**config.mk**
```make
export PLATFORM = sky130hd
export DESIGN_NAME = fbws_host
export DESIGN_NICKNAME = d
export VERILOG_FILES = /design/src/rtl/fbws_pkg.sv /design/src/rtl/fbws_host.sv
export SDC_FILE = /design/constraint.sdc
export NUM_CORES = 1
export LEC_CHECK = 0
export ABC_AREA = 1
export ABC_CLOCK_PERIOD_IN_PS = 1750
export BUFFER_PORTS_ARGS = -buffer_cell sky130_fd_sc_hd__buf_2
export CELL_PAD_IN_SITES_DETAIL_PLACEMENT = 0
export CELL_PAD_IN_SITES_GLOBAL_PLACEMENT = 1
export CORE_UTILIZATION = 34
export DETAILED_ROUTE_END_ITERATION = 16
export PLACE_DENSITY_LB_ADDON = 0.1
export SYNTH_ARGS = -nofsm -noshare
export SYNTH_HDL_FRONTEND = slang
export SYNTH_SLANG_ARGS = --single-unit
```
**constraint.sdc**
```tcl
create_clock -name core_clk -period 1.75 [get_ports core_clk]
set_clock_uncertainty 0.2 [all_clocks]
set_input_delay 0.175 -clock core_clk [delete_from_list [all_inputs] [get_ports core_clk]]
set_output_delay 0.175 -clock core_clk [all_outputs]
set_load 0.02 [all_outputs]
```
**src/rtl/fbws_pkg.sv**
```systemverilog
// Constants shared by the flash byte-write and lock sequencer host.
// Assumes a 200 MHz core clock and a flash part paced only by bus cycles.
package fbws_pkg;
   // ------------------------------------------------------------
   // Timing: figures in ns, cycle counts derived from the clock.
   // ------------------------------------------------------------
   localparam int CLK_PERIOD_NS = 5; // Core clock period.
   localparam int WE_LOW_NS = 50; // Least write strobe low time.
   localparam int WE_HIGH_NS = 30; // Least write strobe high time.
   localparam int RD_ACC_NS = 100; // Least read access time.
   localparam int SYNC_CYC = 2; // Two-flop input synchroniser latency.
   localparam int WE_LOW_CYC = (WE_LOW_NS + CLK_PERIOD_NS - 1) / CLK_PERIOD_NS;
   localparam int WE_HIGH_CYC = (WE_HIGH_NS + CLK_PERIOD_NS - 1) / CLK_PERIOD_NS;
   localparam int RD_ACC_CYC = (RD_ACC_NS + CLK_PERIOD_NS - 1) / CLK_PERIOD_NS;
   localparam int RD_CYC = RD_ACC_CYC + SYNC_CYC + 1; // Sample point.
   // ------------------------------------------------------------
   // Flash command codes.
   // ------------------------------------------------------------
   localparam logic [7:0] CMD_PROG_SETUP = 8'h40;
   localparam logic [7:0] CMD_LOCK_SETUP = 8'h60;
   localparam logic [7:0] CMD_LOCK_BLOCK = 8'h01;
   localparam logic [7:0] CMD_LOCK_MASTER = 8'hF1;
   localparam logic [7:0] CMD_READ_ARRAY = 8'hFF;
   // ------------------------------------------------------------
   // Device status bit positions.
   // ------------------------------------------------------------
   localparam int SR_READY_BIT = 7;
   localparam int SR_ERASE_BIT = 5;
   localparam int SR_PROG_BIT = 4;
   localparam int SR_SUPPLY_BIT = 3;
   localparam int SR_PROTECT_BIT = 1;
   // ------------------------------------------------------------
   // Software register map and reset values.
   // ------------------------------------------------------------
   localparam logic [7:0] REG_CTRL = 8'h00;
   localparam logic [7:0] REG_ADDR = 8'h04;
   localparam logic [7:0] REG_DATA = 8'h08;
   localparam logic [7:0] REG_STATUS = 8'h0C;
   localparam logic [7:0] REG_RDATA = 8'h10;
   localparam logic [7:0] REG_CFG = 8'h14;
   localparam logic CFG_RST = 1'b1; // Reset/power-down pin released.
   // Operation codes written to the control register.
   localparam logic [2:0] OP_PROG = 3'h1;
   localparam logic [2:0] OP_LOCKB = 3'h2;
   localparam logic [2:0] OP_LOCKM = 3'h3;
   localparam logic [2:0] OP_CLEAR = 3'h4;
   localparam logic [2:0] OP_ARRAY = 3'h5;
   localparam logic [2:0] OP_READ = 3'h6;
   // Sequencer states, one-hot.
   typedef enum logic [4:0] {
      ST_IDLE = 5'h01,
      ST_WRA = 5'h02,
      ST_WRB = 5'h04,
      ST_POLL = 5'h08,
      ST_RDA = 5'h10
   } fbws_state_t;
endpackage : fbws_pkg

```
**src/rtl/fbws_host.sv**
```systemverilog
// Host controller that drives a bus-paced flash part through its pins.
// Assumes software on a plain strobe port and a flash with no clock.
//
// Notes on behaviour
// - Program: write 40H, then data, same address.
// - Next byte only after previous op completes.
// - Full status check per byte or per series.
// - FFH returns device to array read mode.
// - Clear status before retrying after any error.
// - Lock: 60H then 01H block or F1H master.
// - Ready bit 7; ignore other bits while busy.
//
// The plain strobed port and the register addresses are this design's own decisions.
`timescale 1ns/100ps
`default_nettype none
module fbws_host
   import fbws_pkg::*;
#(
   parameter int AW = 21, // Flash byte address width.
   parameter logic [7:0] CMD_CLEAR_STATUS = 8'h50 // Clear-status command code.
) (
   input wire logic core_clk,
   input wire logic reset_n,
   input wire logic [7:0] regAddr,
   input wire logic [31:0] regWdata,
   input wire logic regWr,
   input wire logic regRd,
   output logic [31:0] regRdata,
   output logic [AW-1:0] flashAddr,
   input wire logic [7:0] flashDqIn,
   output logic [7:0] flashDqOut,
   output logic flashDqOe,
   output logic flashCeN,
   output logic flashWeN,
   output logic flashOeN,
   output logic resetPowerdownPinN
);
   // ------------------------------------------------------------
   // State.
   // ------------------------------------------------------------
   fbws_state_t state_r, state_nxt; // Sequencer state.
   logic [7:0] ph_r, ph_nxt; // Phase counter within one bus cycle.
   logic [2:0] op_r, op_nxt; // Operation in progress.
   logic [AW-1:0] addr_r, addr_nxt; // Target address.
   logic [7:0] data_r, data_nxt; // Byte to program.
   logic [7:0] devStatus_r, devStatus_nxt; // Last ready status read.
   logic [7:0] rdData_r, rdData_nxt; // Last array byte read.
   logic errSeen_r, errSeen_nxt; // Error seen since last clear.
   logic refused_r, refused_nxt; // Last command was refused.
   logic pinLevel_r, pinLevel_nxt; // Reset/power-down pin level.
   logic weN_r, weN_nxt;
   logic oeN_r, oeN_nxt;
   logic ceN_r, ceN_nxt;
   logic dqOe_r, dqOe_nxt;
   logic [7:0] dqOut_r, dqOut_nxt;
   logic [31:0] rdata_r, rdata_nxt;
   logic [7:0] dqMeta_r, dqSync_r; // Input synchroniser.
   logic ctrlWr; // Software writes the control register.
   logic inWrite, inRead; // Write or read bus cycle under way.
   logic wrDone, rdSample; // End of write cycle, read sample point.
   logic [7:0] wrByte; // Byte driven in the current write cycle.
   logic anyErr; // Error bit in the sampled status.

   assign ctrlWr = regWr && (regAddr == REG_CTRL);
   assign inWrite = (state_r == ST_WRA) || (state_r == ST_WRB);
   assign inRead = (state_r == ST_POLL) || (state_r == ST_RDA);
   assign wrDone = inWrite && (ph_r == 8'(WE_LOW_CYC + WE_HIGH_CYC - 1));
   assign rdSample = inRead && (ph_r == 8'(RD_CYC));
   // Errors counted include the sequence error pair and the supply flag.
   assign anyErr = dqSync_r[SR_ERASE_BIT] | dqSync_r[SR_PROG_BIT] | dqSync_r[SR_SUPPLY_BIT]
      | dqSync_r[SR_PROTECT_BIT];

   // ------------------------------------------------------------
   // Byte selection for each write cycle.
   // ------------------------------------------------------------
   // The first write carries the setup or one-cycle command code; the
   // second carries the data or the lock confirm code.
   always_comb begin
      wrByte = CMD_READ_ARRAY;
      if (state_r == ST_WRA) begin
         case (op_r)
            OP_PROG: wrByte = CMD_PROG_SETUP;
            OP_LOCKB, OP_LOCKM: wrByte = CMD_LOCK_SETUP;
            OP_CLEAR: wrByte = CMD_CLEAR_STATUS;
            default: wrByte = CMD_READ_ARRAY;
         endcase
      end else begin
         case (op_r)
            OP_PROG: wrByte = data_r;
            OP_LOCKB: wrByte = CMD_LOCK_BLOCK;
            default: wrByte = CMD_LOCK_MASTER;
         endcase
      end
   end

   // ------------------------------------------------------------
   // Next-state logic.
   // ------------------------------------------------------------
   // Pin outputs follow the registered state by one cycle; data and the
   // strobe change on the same edge, and the address is set while idle.
   always_comb begin
      state_nxt = state_r;
      ph_nxt = ph_r;
      op_nxt = op_r;
      addr_nxt = addr_r;
      data_nxt = data_r;
      devStatus_nxt = devStatus_r;
      rdData_nxt = rdData_r;
      errSeen_nxt = errSeen_r;
      refused_nxt = refused_r;
      pinLevel_nxt = pinLevel_r;
      weN_nxt = !(inWrite && (ph_r < 8'(WE_LOW_CYC)));
      oeN_nxt = !(inRead && (ph_r < 8'(RD_CYC)));
      ceN_nxt = (state_r == ST_IDLE);
      dqOe_nxt = inWrite;
      dqOut_nxt = inWrite ? wrByte : dqOut_r;
      // Address and data are frozen while a sequence runs, so both writes
      // of a pair always land on the same location.
      if (regWr && (regAddr == REG_ADDR) && (state_r == ST_IDLE)) begin
         addr_nxt = regWdata[AW-1:0];
      end
      if (regWr && (regAddr == REG_DATA) && (state_r == ST_IDLE)) begin
         data_nxt = regWdata[7:0];
      end
      if (regWr && (regAddr == REG_CFG)) begin
         pinLevel_nxt = regWdata[0];
      end
      case (state_r)
         ST_IDLE: begin
            ph_nxt = 8'h00;
            // Commands are taken only here, so a new byte never starts
            // before the previous one has reported ready.
            if (ctrlWr) begin
               if (errSeen_r && ((regWdata[2:0] == OP_PROG) || (regWdata[2:0] == OP_LOCKB)
                  || (regWdata[2:0] == OP_LOCKM))) begin
                  refused_nxt = 1'b1;
               end else if (regWdata[2:0] >= OP_PROG && regWdata[2:0] <= OP_READ) begin
                  refused_nxt = 1'b0;
                  op_nxt = regWdata[2:0];
                  state_nxt = ST_WRA;
               end else begin
                  refused_nxt = 1'b1;
               end
            end
         end
         ST_WRA: begin
            ph_nxt = ph_r + 8'h01;
            if (wrDone) begin
               ph_nxt = 8'h00;
               case (op_r)
                  OP_PROG, OP_LOCKB, OP_LOCKM: state_nxt = ST_WRB;
                  OP_READ: state_nxt = ST_RDA;
                  OP_CLEAR: begin
                     errSeen_nxt = 1'b0;
                     state_nxt = ST_IDLE;
                  end
                  default: state_nxt = ST_IDLE;
               endcase
            end
         end
         ST_WRB: begin
            ph_nxt = ph_r + 8'h01;
            if (wrDone) begin
               ph_nxt = 8'h00;
               state_nxt = ST_POLL;
            end
         end
         ST_POLL: begin
            ph_nxt = ph_r + 8'h01;
            if (rdSample) begin
               ph_nxt = 8'h00;
               // Other bits are meaningless until ready, so keep reading.
               if (dqSync_r[SR_READY_BIT]) begin
                  devStatus_nxt = dqSync_r;
                  // Accumulate so a series may be checked once at its end.
                  errSeen_nxt = errSeen_r | anyErr;
                  state_nxt = ST_IDLE;
               end
            end
         end
         ST_RDA: begin
            ph_nxt = ph_r + 8'h01;
            if (rdSample) begin
               rdData_nxt = dqSync_r;
               ph_nxt = 8'h00;
               state_nxt = ST_IDLE;
            end
         end
         default: begin
            state_nxt = ST_IDLE;
            ph_nxt = 8'h00;
         end
      endcase
      // Read data answer, presented in the cycle after the strobe.
      rdata_nxt = 32'h0000_0000;
      if (regRd) begin
         case (regAddr)
            REG_CTRL: rdata_nxt = {29'h0000_0000, op_r};
            REG_ADDR: rdata_nxt = 32'(addr_r);
            REG_DATA: rdata_nxt = {24'h00_0000, data_r};
            REG_STATUS: rdata_nxt = {21'h00_0000, refused_r, errSeen_r,
               (state_r != ST_IDLE), devStatus_r};
            REG_RDATA: rdata_nxt = {24'h00_0000, rdData_r};
            REG_CFG: rdata_nxt = {31'h0000_0000, pinLevel_r};
            default: rdata_nxt = 32'h0000_0000;
         endcase
      end
   end

   // ------------------------------------------------------------
   // Registers.
   // ------------------------------------------------------------
   always_ff @(posedge core_clk) begin
      dqMeta_r <= flashDqIn;
      dqSync_r <= dqMeta_r;
      if (!reset_n) begin
         state_r <= ST_IDLE;
         ph_r <= 8'h00;
         op_r <= 3'h0;
         addr_r <= '0;
         data_r <= 8'h00;
         devStatus_r <= 8'h00;
         rdData_r <= 8'h00;
         errSeen_r <= 1'b0;
         refused_r <= 1'b0;
         pinLevel_r <= CFG_RST;
         weN_r <= 1'b1;
         oeN_r <= 1'b1;
         ceN_r <= 1'b1;
         dqOe_r <= 1'b0;
         dqOut_r <= 8'h00;
         rdata_r <= 32'h0000_0000;
      end else begin
         state_r <= state_nxt;
         ph_r <= ph_nxt;
         op_r <= op_nxt;
         addr_r <= addr_nxt;
         data_r <= data_nxt;
         devStatus_r <= devStatus_nxt;
         rdData_r <= rdData_nxt;
         errSeen_r <= errSeen_nxt;
         refused_r <= refused_nxt;
         pinLevel_r <= pinLevel_nxt;
         weN_r <= weN_nxt;
         oeN_r <= oeN_nxt;
         ceN_r <= ceN_nxt;
         dqOe_r <= dqOe_nxt;
         dqOut_r <= dqOut_nxt;
         rdata_r <= rdata_nxt;
      end
   end

   assign regRdata = rdata_r;
   assign flashAddr = addr_r;
   assign flashDqOut = dqOut_r;
   assign flashDqOe = dqOe_r;
   assign flashCeN = ceN_r;
   assign flashWeN = weN_r;
   assign flashOeN = oeN_r;
   assign resetPowerdownPinN = pinLevel_r;
endmodule : fbws_host
`default_nettype wire

```
==> results.sh <==
export IMPL_final_util_pct=51.75
export IMPL_rr_startpoint="ph_r[0]"
export IMPL_cap_violations=0
export IMPL_synth_edff_count=0
export IMPL_timing_hold_ws_ns=-0.04257
export IMPL_routabilityCongestion=0.8415
export IMPL_grt_total_usage_pct=19.10
export IMPL_die_area_um2=13390
export IMPL_grt_max_degree=39
export IMPL_powerDensity_nw_per_um2=990.2
export IMPL_clock_sinks=113
export IMPL_violations="negative hold slack, negative setup slack"
export IMPL_numPortBuffers=95
export IMPL_mostFrequentLayoutCells="dfxtp_1, buf_2, nor2_1"
export IMPL_synthTopCellsByArea="dfxtp_1, nor2_1, o21ai_0"
export IMPL_post_route_period_util_pct=100.2
export IMPL_ys_warnings_count=0
export IMPL_slew_viol_final=0
export IMPL_dpl_instance_area_um2=5296
export IMPL_drtPass1Iterations=5
export IMPL_area_growth_pct=48.51
export IMPL_gr_total_overflow=0
export IMPL_min_path_type="primary input to flop"
export IMPL_min_period_ns=1.754
export IMPL_cts_htree_levels=4
export IMPL_fin_nets=789
export IMPL_synthCells=557
export IMPL_crit_end="state_r[4]"
export IMPL_worst_endpoint_required_ns=1.89
export IMPL_vias=4198
export IMPL_path_class="flop to flop"
export IMPL_cts_buffer_depth=2
export IMPL_total_leakage_power_uw=0.002805
export IMPL_antenna_found_initial=0
export IMPL_grt_pass1_wl_um=19050
export IMPL_synth_cell_type_count=36
export IMPL_multi_input_area_um2=1934
export IMPL_io_pins=118
export IMPL_critPathCaptureType="flop"
export IMPL_vias_per_cell=4.558
export IMPL_finalSetupViolations=1
export IMPL_fmax_ghz=0.5703
export IMPL_drc=0
export IMPL_clockRootBuffer="clkbuf_16"
export IMPL_crit_arrival_ns=1.89
export IMPL_tightest_slew_ns=0.6325
export IMPL_worst_r2r_endpoint="state_r[4]"
export IMPL_status="finished with violations"
export IMPL_diodes=0
export IMPL_worstSetupStartpoint="ph_r[0]"
export IMPL_cp_start_kind="flop"
export IMPL_start_util_pct=34.85
export IMPL_hold_violations=1
export IMPL_drt_initial_drc_count=237
export IMPL_wl_per_cell_um=13.50
export IMPL_die_x_um=115.7
export IMPL_core_area_um2=12620
export IMPL_async_flop_share_pct=0
export IMPL_r2r_cells=10
export IMPL_drive_above_1_share_pct=32.31
export IMPL_clk_pin_slew_worst_paths_ns=0.05
export IMPL_synth_seq_area_share_pct=51.44
export IMPL_finalWirelength_um=12430
export IMPL_ant_nets=0
export IMPL_yosys_area_top_type="dfxtp_1"
export IMPL_seqCellArea_um2=2266
export IMPL_vdd_drop_max_mv=0.6532
export IMPL_worstSkewPairLatency_ns=0.41
export IMPL_ys_flop_type="dfxtp_1"
export IMPL_chipHeight_um=115.7
export IMPL_synth_area_um2=4398
export IMPL_fin_setup_tns_ns=-0.003559
export IMPL_setup_ws_ns=-0.003559
export IMPL_relSlewSlack_pct=57.44
export IMPL_final_cell_area_um2=6531
export IMPL_grt_pass1_vias=3969
export IMPL_crit_fanout=4
export IMPL_synth_seq_cells=113
export IMPL_final_common_cell="dfxtp_1"
export IMPL_rows=41
export IMPL_synth_top_area_share_pct=51.44
export IMPL_dp_hpwl_um=8844
export IMPL_fillers=1259
export IMPL_rsz0062_at_grt="yes"
export IMPL_cts_buffers_inserted=17
export IMPL_worst_r2r_setup_slack_ns=-0.004
export IMPL_syn_area_per_cell_um2=7.896
export IMPL_cts_tree="yes"
state kept, by name, summed over array words and instances (netlist names), 3 cells and up:
signal       count
ph_r             8
flashAddr       21
op_r             3
flashDqOut       8
data_r           8
rdData_r         8
regRdata        21
devStatus_r      8
dqSync_r         8
dqMeta_r         8
state_r          5
cells in the mapped netlist, types with 2 or more instances:
master	count
nand4_2	2
buf_4	11
nand2_2	3
dfxtp_1	113
nand2_1	46
nor4_1	3
nand3_1	27
o22ai_1	11
o21ai_1	7
nor2_2	5
a21oi_1	43
a31oi_1	2
inv_2	5
nor3_1	19
nand3_2	3
xor2_1	4
nor2_1	91
clkbuf_1	10
buf_2	2
nand4_1	5
buf_6	4
o21ai_0	58
nor2_4	2
inv_1	69
power breakdown:
part | switching [uW] | internal [uW] | total [uW]
Combinational | 140 | 116 | 255
Sequential | 11.3 | 2600 | 2610
Clock | 1160 | 2440 | 3600
Total | 1310 | 5150 | 6470
stage by stage:
step | total power (uW) | instances | setup slack [ns]
after floorplan | 2770 | 567 | 0.03708
after global placement | 2845 | 851 | -0.06116
after detailed placement | 2846 | 851 | -0.08444
after CTS | 6532 | 918 | -0.03085
after global routing | 6678 | 921 | -0.09463
final | 6467 | 921 | -0.003559
metal layers:
layer | up-vias | part of all wire, % | global-route usage (%)
met5 | - | 0 | 0
met4 | 0 | 1.5 | 8.718
met3 | 15 | 3.4 | 4.550
met2 | 88 | 47 | 31.38
met1 | 1945 | 48 | 23.76
li1 | 2150 | - | -
critical path, cell delays in order (launching register included):
cell	delay, ns
dfxtp_2	0.35
ha_4	0.15
nand2_4	0.06
buf_4	0.14
nor2_4	0.09
nand2_2	0.07
nand2_2	0.09
nand2_4	0.08
nor2_4	0.21
nand3_2	0.10
a21oi_2	0.14
cell type report:
| type | instances | area share (%) |
|---|---|---|
| Clock buffer | 21 | 7.050 |
| Clock inverter | 11 | 2.452 |
| Inverter | 75 | 4.483 |
| Multi-Input combinational cell | 351 | 29.62 |
| Sequential cell | 113 | 34.69 |
| Tap cell | 172 | 3.295 |
| Timing Repair Buffer | 177 | 18.31 |
| Timing Repair inverter | 1 | 0.09579 |
timing repair:
action                                  CTS  global route
setup buffers                             0             4
hold buffers                             35             0
pin swaps                                 0            16
gates resized for setup                   9            75
endpoints found under the setup margin   30            72
gates cloned                              0             1
hold endpoints to repair                 47             0
worst min path at each step:
stage	endpoint	cells after the start	slack [ns]	start
2_1_floorplan	dqMeta_r[0]	0	0.003	flashDqIn[0]
3_3_place_gp	dqMeta_r[1]	1	0.08	flashDqIn[1]
3_5_place_dp	dqMeta_r[4]	1	0.08	flashDqIn[4]
4_1_cts	regRdata[8]	4	0.02	regAddr[0]
5_1_grt	resetPowerdownPinN	5	0.0002	regAddr[0]
6_report	resetPowerdownPinN	4	-0.04	regAddr[3]
logic make-up after synthesis:
logic type / after synthesis / share of synthesized area, %
and+or+nand+nor: 208 / 21.59
DFF: 113 / 51.44
adders and majority gates: 1 / 0.2844
buffers and inverters: 103 / 10.53
AOI/OAI and AO/OA: 127 / 15.28
other: 1 / 0.08527
xor gates and xnor gates: 4 / 0.7965
Note: power is estimated with default switching activity, not from simulation.
